<file path="src/rtl/pwdt_pkg.sv">
// Package: port addresses, factor fields and timing constants of the watchdog
package pwdt_pkg;
   localparam logic [15:0] CMD_PORT_ADDR = 16'h0076;
   localparam logic [15:0] BASE_PORT_OFFSET = 16'h0004;
   localparam logic [15:0] VAR_DISABLE_ADDR = 16'h0441;
   localparam logic [15:0] VAR_PERIOD_ADDR = 16'h0443;
   localparam logic [7:0] FACTOR_DISABLE = 8'h00;
   localparam logic [7:0] VAR_DISABLE_CODE = 8'hff;
   localparam logic [7:0] VAR_CODE_MIN = 8'h01;
   localparam logic [7:0] VAR_CODE_MAX = 8'h04;
   localparam int EN_BIT = 7;
   localparam int IRQ_BIT = 6;
   localparam int IDX_HI = 2;
   localparam int IDX_LO = 0;
   localparam logic [7:0] FACTOR_FIXED_MASK = 8'h38;
   localparam logic [7:0] FACTOR_FIXED_VAL = 8'h00;
   localparam int CLK_HZ = 40_000_000;
   // Tenth-second ticks: 3 s is 30 ticks, variant 9.3 s is 93 ticks
   localparam int TICK_MS = 100;
   localparam int TICK_CYC = CLK_HZ / 1000 * TICK_MS;
   localparam int SHORT_PERIOD_MS = 3000;
   localparam int UNIT_PERIOD_MS = 6000;
   localparam int VAR_UNIT_MS = 9300;
   localparam int SHORT_TICKS = SHORT_PERIOD_MS / TICK_MS;
   localparam int UNIT_TICKS = UNIT_PERIOD_MS / TICK_MS;
   localparam int VAR_UNIT_TICKS = VAR_UNIT_MS / TICK_MS;
   localparam int RESET_PULSE_US = 100;
   localparam int RESET_PULSE_CYC = CLK_HZ / 1_000_000 * RESET_PULSE_US;
   localparam int LED_HALF_MS = 500;
   localparam int LED_HALF_TICKS = LED_HALF_MS / TICK_MS;
   localparam int CNT_W = 12;
   typedef enum logic [1:0] {
      PWDT_IDLE = 2'b00,
      PWDT_COUNT = 2'b01,
      PWDT_FIRED = 2'b10
   } pwdt_state_t;
endpackage : pwdt_pkg

</file>
<file path="src/rtl/pwdt_tick_if.sv">
// Interface: time-base tick and its enable between top and divider
`timescale 1ns/100ps
`default_nettype none
interface pwdt_tick_if;
   logic run;
   logic tick;
   modport src (input run, output tick);
   modport dst (output run, input tick);
endinterface : pwdt_tick_if
`default_nettype wire

</file>
<file path="src/rtl/pwdt_divider.sv">
// Module: divider giving a one-cycle tick every DIV cycles while run is high
`timescale 1ns/100ps
`default_nettype none
module pwdt_divider #(
   parameter int DIV = pwdt_pkg::TICK_CYC
) (
   input wire logic sys_clk,
   input wire logic reset,
   pwdt_tick_if.src tb
);
   localparam int W = $clog2(DIV);
   localparam logic [W-1:0] LAST = W'(DIV - 1);
   logic [W-1:0] cnt_q;
   logic [W-1:0] cnt_d;
   logic tick_q;
   logic tick_d;
   always_comb begin
      cnt_d = cnt_q;
      tick_d = 1'b0;
      // Restarting with run keeps the first tick a full period away
      if (!tb.run) begin
         cnt_d = '0;
      end else if (cnt_q == LAST) begin
         cnt_d = '0;
         tick_d = 1'b1;
      end else begin
         cnt_d = cnt_q + W'(1);
      end
   end
   always_ff @(posedge sys_clk) begin
      if (reset) begin
         cnt_q <= '0;
         tick_q <= 1'b0;
      end else begin
         cnt_q <= cnt_d;
         tick_q <= tick_d;
      end
   end
   assign tb.tick = tick_q;
endmodule : pwdt_divider
`default_nettype wire

</file>
<file path="src/rtl/pwdt_top.sv">
// Module: programmable watchdog timer behind an I/O write port
`timescale 1ns/100ps
`default_nettype none
module pwdt_top #(
   parameter logic [15:0] BASE_PORT = 16'h0300,
   parameter int TICK_DIV = pwdt_pkg::TICK_CYC,
   parameter int RESET_PULSE_CYCLES = pwdt_pkg::RESET_PULSE_CYC
) (
   input wire logic sys_clk,
   input wire logic reset,
   input wire logic [15:0] io_addr,
   input wire logic [7:0] io_wdata,
   input wire logic io_write,
   output logic watchdog_system_reset,
   output logic watchdog_interrupt_line,
   output logic watchdog_led,
   output logic watchdog_enabled
);
   localparam int PW = $clog2(RESET_PULSE_CYCLES + 1);
   localparam logic [PW-1:0] PULSE_LEN = PW'(RESET_PULSE_CYCLES);
   localparam int CW = pwdt_pkg::CNT_W;
   localparam logic [CW-1:0] SHORT_T = CW'(pwdt_pkg::SHORT_TICKS);
   localparam logic [CW-1:0] UNIT_T = CW'(pwdt_pkg::UNIT_TICKS);
   localparam logic [CW-1:0] VAR_T = CW'(pwdt_pkg::VAR_UNIT_TICKS);
   localparam logic [CW-1:0] LED_T = CW'(pwdt_pkg::LED_HALF_TICKS);

   ////////////////////////////////////////////////////////////////////////
   // Write decode
   logic cmd_hit;
   logic var_dis_hit;
   logic var_per_hit;
   logic f_disable;
   logic f_valid;
   logic v_valid;
   logic [2:0] f_idx;
   logic f_irq;
   logic [CW-1:0] f_period;
   logic [CW-1:0] v_period;
   assign cmd_hit = io_write &&
      (io_addr == pwdt_pkg::CMD_PORT_ADDR || io_addr == BASE_PORT + pwdt_pkg::BASE_PORT_OFFSET);
   assign var_dis_hit = io_write && io_addr == pwdt_pkg::VAR_DISABLE_ADDR &&
      io_wdata == pwdt_pkg::VAR_DISABLE_CODE;
   assign var_per_hit = io_write && io_addr == pwdt_pkg::VAR_PERIOD_ADDR;
   assign f_disable = cmd_hit && io_wdata == pwdt_pkg::FACTOR_DISABLE;
   // Stray patterns are dropped so a corrupted write cannot change the period
   assign f_valid = cmd_hit && io_wdata[pwdt_pkg::EN_BIT] &&
      ((io_wdata & pwdt_pkg::FACTOR_FIXED_MASK) == pwdt_pkg::FACTOR_FIXED_VAL);
   assign v_valid = var_per_hit && io_wdata >= pwdt_pkg::VAR_CODE_MIN &&
      io_wdata <= pwdt_pkg::VAR_CODE_MAX;
   assign f_idx = io_wdata[pwdt_pkg::IDX_HI:pwdt_pkg::IDX_LO];
   assign f_irq = io_wdata[pwdt_pkg::IRQ_BIT];

   // Period in 100 ms ticks for a factor index
   function automatic logic [CW-1:0] ladder(input logic [2:0] idx);
      logic [CW-1:0] p;
      p = (idx == 3'h0) ? SHORT_T : CW'(UNIT_T * idx);
      return p;
   endfunction : ladder

   // Periods worked out at decode so the write cycle only registers them
   assign f_period = ladder(f_idx);
   assign v_period = CW'(VAR_T * f_idx);

   ////////////////////////////////////////////////////////////////////////
   // Time base
   pwdt_tick_if tb ();
   pwdt_divider #(
      .DIV(TICK_DIV)
   ) u_div (
      .sys_clk(sys_clk),
      .reset(reset),
      .tb(tb)
   );

   ////////////////////////////////////////////////////////////////////////
   // Control state
   pwdt_pkg::pwdt_state_t state_q;
   pwdt_pkg::pwdt_state_t state_d;
   logic irq_mode_q;
   logic irq_mode_d;
   logic [CW-1:0] period_q;
   logic [CW-1:0] period_d;
   logic [CW-1:0] count_q;
   logic [CW-1:0] count_d;
   logic irq_q;
   logic irq_d;
   logic [PW-1:0] pulse_q;
   logic [PW-1:0] pulse_d;
   logic restart;
   logic expire;

   assign restart = f_valid || v_valid;
   // Tick stops outside counting, so a stale tick cannot age a fresh period
   assign tb.run = (state_q == pwdt_pkg::PWDT_COUNT) && !restart;
   // Comparing before the increment makes a period of N ticks end on tick N
   assign expire = tb.tick && (count_q + CW'(1) >= period_q);

   always_comb begin
      state_d = state_q;
      irq_mode_d = irq_mode_q;
      period_d = period_q;
      count_d = count_q;
      irq_d = irq_q;
      // Pulse runs out on its own; a new factor does not cut it short
      pulse_d = (pulse_q != '0) ? pulse_q - PW'(1) : pulse_q;
      if (f_disable || var_dis_hit) begin
         state_d = pwdt_pkg::PWDT_IDLE;
         count_d = '0;
         irq_d = 1'b0;
      end else if (f_valid) begin
         state_d = pwdt_pkg::PWDT_COUNT;
         irq_mode_d = f_irq;
         period_d = f_period;
         count_d = '0;
         irq_d = 1'b0;
      end else if (v_valid) begin
         state_d = pwdt_pkg::PWDT_COUNT;
         irq_mode_d = 1'b0;
         period_d = v_period;
         count_d = '0;
         irq_d = 1'b0;
      end else begin
         unique case (state_q)
            pwdt_pkg::PWDT_IDLE: begin
               count_d = '0;
            end
            pwdt_pkg::PWDT_COUNT: begin
               if (tb.tick) begin
                  if (expire) begin
                     state_d = pwdt_pkg::PWDT_FIRED;
                     if (irq_mode_q) begin
                        irq_d = 1'b1;
                     end else begin
                        pulse_d = PULSE_LEN;
                     end
                  end else begin
                     count_d = count_q + CW'(1);
                  end
               end
            end
            pwdt_pkg::PWDT_FIRED: begin
               // Holds until software retriggers or disables
               count_d = count_q;
            end
            default: begin
               state_d = pwdt_pkg::PWDT_IDLE;
            end
         endcase
      end
   end

   always_ff @(posedge sys_clk) begin
      if (reset) begin
         state_q <= pwdt_pkg::PWDT_IDLE;
         irq_mode_q <= 1'b0;
         period_q <= '0;
         count_q <= '0;
         irq_q <= 1'b0;
         pulse_q <= '0;
      end else begin
         state_q <= state_d;
         irq_mode_q <= irq_mode_d;
         period_q <= period_d;
         count_q <= count_d;
         irq_q <= irq_d;
         pulse_q <= pulse_d;
      end
   end

   ////////////////////////////////////////////////////////////////////////
   // Indicator LED, toggles every half second while counting
   logic [CW-1:0] led_cnt_q;
   logic [CW-1:0] led_cnt_d;
   logic led_q;
   logic led_d;
   // Blink phase survives retriggers so the LED keeps an even rhythm
   always_comb begin
      led_cnt_d = led_cnt_q;
      led_d = led_q;
      if (state_q != pwdt_pkg::PWDT_COUNT) begin
         led_cnt_d = '0;
         led_d = 1'b0;
      end else if (tb.tick) begin
         if (led_cnt_q + CW'(1) >= LED_T) begin
            led_cnt_d = '0;
            led_d = !led_q;
         end else begin
            led_cnt_d = led_cnt_q + CW'(1);
         end
      end
   end
   always_ff @(posedge sys_clk) begin
      if (reset) begin
         led_cnt_q <= '0;
         led_q <= 1'b0;
      end else begin
         led_cnt_q <= led_cnt_d;
         led_q <= led_d;
      end
   end

   ////////////////////////////////////////////////////////////////////////
   // Outputs
   assign watchdog_system_reset = (pulse_q != '0);
   assign watchdog_interrupt_line = irq_q;
   assign watchdog_led = led_q;
   assign watchdog_enabled = (state_q == pwdt_pkg::PWDT_COUNT);
endmodule : pwdt_top
`default_nettype wire

</file>
<file path="config.mk">
export PLATFORM = sky130hd
export DESIGN_NAME = pwdt_top
export DESIGN_NICKNAME = d
export VERILOG_FILES = /design/src/rtl/pwdt_pkg.sv /design/src/rtl/pwdt_tick_if.sv /design/src/rtl/pwdt_divider.sv /design/src/rtl/pwdt_top.sv
export SDC_FILE = /design/constraint.sdc
export NUM_CORES = 1
export LEC_CHECK = 0
export BUFFER_PORTS_ARGS = -buffer_cell sky130_fd_sc_hd__buf_4
export CORE_MARGIN = 3
export CORE_UTILIZATION = 55
export CTS_CLUSTER_DIAMETER = 60
export DETAILED_ROUTE_END_ITERATION = 7
export GPL_TIMING_DRIVEN = 1
export PLACE_DENSITY = 0.74
export SYNTH_ARGS = -nofsm -noshare
export SYNTH_HDL_FRONTEND = slang
export SYNTH_SLANG_ARGS = --single-unit
</file>
<file path="constraint.sdc">
create_clock -name sys_clk -period 2.9 [get_ports sys_clk]
set_clock_uncertainty 0.2 [all_clocks]
set_input_delay 0.435 -clock sys_clk [delete_from_list [all_inputs] [get_ports sys_clk]]
set_output_delay 0.435 -clock sys_clk [all_outputs]
set_load 0.01 [all_outputs]
</file>
==> impl_metrics.csv <==
group,metric,value,unit
logic_synthesis,ys.flop_type,"dfxtp_1",
power_and_ir_drop,p_leak,2.05,nW
drt,drc,0,
critical_path,worstReg2RegEnd,"count_q[4]",
critical_path,crit_fanout,6,
drt,drt_iter0_markers,181,
drt,top_layer_used,"met4",
cts,clk_path_buf_depth,2,
min_path,hp-start,"io_wdata[6]",
logic_synthesis,syn_area,4360,µm²
cts,clock_latency,0.34,ns
drt,vias,3898,
critical_path,crit_slowest_cell,"or4_1",
die,die_y,95.1,µm
grt,grt_first_pass_wirelength,16900,µm
grt,antenna_found_initial,0,
cts,cts_tree,"done",
cts,clock-sinks,74,
logic_synthesis,synth_edf_count,0,
logic_synthesis,synthesis.nets,567,
timing,rsz0062_at_grt,"true",
grt,grt_use_total,23.2,%
final_layout,antenna_cells,0,
timing,finalSetupViolCount,6,
drt,routedWlPerCell,14.7,µm
power_and_ir_drop,power_density,498,nW/µm²
drt,first_pass_iters,4,
grt,grt_max_degree,29,
timing,min_period,3.03,ns
drt,drt-total-wl,9860,µm
logic_synthesis,synth_warnings,0,
critical_path,worstPathRequired,2.97,ns
critical_path,rr_worst_depth,10,
timing,drv_slew,0,
final_layout,syn2layout_area_growth,22.1,%
timing,fin_crit_sh,104,%
grt,grt_pass1_vias,3709,
cts,cts_root_buffer,"clkbuf_8",
drt,wl_met1,4650,µm
grt,gr-total-overflow,0,
min_path,hold_class,"in2reg",
critical_path,r2r_slack,-0.13,ns
min_path,worstHoldEndpoint,"irq_mode_q",
placement,io_buffers,30,
cts,cts_max_level,3,
critical_path,cp.arrival,3.10,ns
critical_path,start_kind,"flop",
drt,route.met2.wl,4490,µm
critical_path,worst_setup_path_end_kind,"flop",
drt,viasPerCell,5.83,
drt,met3_length,571,µm
cts,numCtsBuffers,9,
final_layout,fillers,588,
die,die_area,9030,µm²
logic_synthesis,syn-mean-instance-area,8.60,µm²
timing,slew_headroom,51.3,%
logic_synthesis,synth_seq_cells,74,
logic_synthesis,async_flop_share,0,%
logic_synthesis,postSynthCellCount,507,
timing,worst_pin_slew,0.721,ns
placement,place_hpwl,7280,µm
placement,placed_cell_area,4910,µm²
final_layout,drive_gt1_share,20.4,%
logic_synthesis,synth_cell_type_count,59,
logic_synthesis,yosysSeqAreaShare,34.0,%
die,placement_rows,31,
timing,fmax,330,MHz
die,coreArea,7490,µm²
drt,ant_nets,0,
flow_run,max_cap_viol_count,0,
cts,clkTransAtPathRegs,0.08,ns
power_and_ir_drop,ir_drop,355,µV
final_layout,fin_nets,625,
status,status,"complete, but fails checks",
status,violations,"negative setup slack",
critical_path,critPathKind,"reg2reg",
final_layout,design_area,5330,µm²
critical_path,rr_startpoint,"count_q[3]",
die,die_w,95.1,µm
timing,final-hold-violation-count,0,
placement,gp_congestion,0.881,
critical_path,max_stage_delay,0.49,ns
placement,place_inst,649,
min_path,holdPathStages,3,
die,pin_count,31,
die,start_util,58.3,%
critical_path,cp_cell_sequence,"and4_4 > nand2_4 > xnor2_2 > ha_1 > a21oi_2 > o21ai_1 > a32o_2 > or3_4 > or4_1 > a21oi_1",
timing,worst_slack,-0.129,ns
final_layout,stdcell_count,669,
[cell usage in the layout (no fill, tap or decap), types with 8 or more instances in the layout]
master and n:
and4_1 8, nand2_1 29, and3_1 14, nor3_1 17
xnor2_1 23, dfxtp_1 70, nor4_1 8, nand2b_1 11
nor2_1 46, nand4_1 9, nand3_1 25, xor2_1 17
inv_1 23, or3_1 8, clkbuf_8 10, a21oi_1 32
buf_4 60, ha_1 28
[logic make-up after synthesis]
logic type / after synthesis / share of synthesized area (%)
flops: 74 / 34.0
fa+ha+maj: 33 / 10.2
buf+inv: 40 / 3.87
xor+xnor: 44 / 8.84
simple gates: 224 / 28.6
compound gates: 91 / 14.3
mux: 1 / 0.229
[final cells by class]
class	instances	area, µm²	area share (%)
tap	99	124	2.33
multi-input combinational	394	2890	54.3
inverter	24	90.1	1.69
sequential	74	1490	28.0
clock inverter	3	68.8	1.29
clock buffer	13	170	3.19
timing repair buffer	62	490	9.21
[sequential cells by signal, indices dropped and copies added (netlist names)]
register and flops:
pulse_q 12, u_div.cnt_q 22, period_q 10, watchdog_interrupt_line 1, irq_mode_q 1, count_q 12, state_q 2, watchdog_led 1
led_cnt_q 12, u_div.tb.tick 1
[worst max-delay path: cells and delay by family, from the launching register on]
kind	cells	cell delay, ns
adder cells (fa/ha/maj)	1	0.35
AO/OA/AOI/OAI	4	0.66
flip-flops	1	0.35
XOR/XNOR	1	0.13
AND/OR/NAND/NOR	4	1.26
[routing by layer]
metal  vias up  track usage, %
met5         -               0
met4         0            6.85
met3        15            4.81
met2       109            37.1
met1      1802            31.6
li1       1972               -
[timing repair]
action                                  4_1_cts  5_1_grt
hold buffers                                  0        0
endpoints found under the setup margin       11       27
gates cloned                                  1        0
pin swaps                                     7       11
resized for setup                             8       24
buffers inserted                              3        0
[worst max path at each step]
stage            endpoint        from
2_1_floorplan  count_q[3]  count_q[1]
3_3_place_gp   count_q[4]  count_q[1]
3_5_place_dp   count_q[4]  count_q[1]
4_1_cts        count_q[5]  count_q[0]
5_1_grt        count_q[5]  count_q[0]
6_report       count_q[4]  count_q[3]
[power breakdown]
group / internal [W] / switching [W] / total [W]
logic: 0.000287 / 0.000308 / 0.000595
registers: 0.00107 / 0.0000516 / 0.00112
clock network: 0.000563 / 0.000370 / 0.000933
total: 0.00192 / 0.000730 / 0.00265
[Yosys cell counts (2+ instances only)]
| master | number | share of area [%] |
|---|---|---|
| a2111oi_0 | 3 | 0.60 |
| a211oi_1 | 8 | 1.4 |
| a21o_1 | 5 | 0.86 |
| a21oi_1 | 37 | 4.2 |
| a31oi_1 | 2 | 0.29 |
| a32o_1 | 5 | 1.1 |
| a41oi_1 | 2 | 0.40 |
| and2_1 | 3 | 0.43 |
| and3_1 | 15 | 2.2 |
| and4_1 | 8 | 1.6 |
| and4b_1 | 2 | 0.46 |
| buf_2 | 3 | 0.34 |
| buf_4 | 2 | 0.34 |
| clkbuf_1 | 10 | 0.86 |
| dfxtp_1 | 74 | 34 |
| fa_1 | 4 | 1.8 |
| ha_1 | 29 | 8.3 |
| inv_1 | 23 | 2.0 |
| nand2_1 | 32 | 2.8 |
| nand2b_1 | 12 | 1.7 |
| nand3_1 | 26 | 3.0 |
| nand4_1 | 9 | 1.3 |
| nand4b_1 | 6 | 1.2 |
| nor2_1 | 46 | 4.0 |
| nor2b_1 | 6 | 0.86 |
| nor3_1 | 19 | 2.2 |
| nor4_1 | 8 | 1.1 |
| nor4b_1 | 5 | 1.0 |
| nor4bb_1 | 2 | 0.46 |
| o2111ai_1 | 3 | 0.60 |
| o211ai_1 | 5 | 0.86 |
| o21ai_0 | 4 | 0.46 |
| o21bai_1 | 2 | 0.34 |
| o311ai_0 | 4 | 0.80 |
| o32ai_1 | 2 | 0.40 |
| or2_2 | 2 | 0.29 |
| or3_1 | 8 | 1.1 |
| or4_1 | 8 | 1.4 |
| xnor2_1 | 27 | 5.4 |
| xor2_1 | 17 | 3.4 |
[per-stage QoR]
step / hold slack [ns] / setup TNS, ns / setup WS [ns] / total power [W] / util, %
floorplan: 0.245 / 0 / 0.00200 / 0.00155 / -
global placement: 0.258 / -0.0127 / -0.00658 / 0.00170 / 65.6
detailed placement: 0.267 / -0.635 / -0.0968 / 0.00172 / 65.6
CTS: 0.183 / -0.140 / -0.0526 / 0.00266 / 69.6
global route: 0.198 / -1.06 / -0.191 / 0.00282 / 71.2
finish: 0.198 / -0.421 / -0.129 / 0.00265 / 71.2
Power figures use the tool's default switching activity.
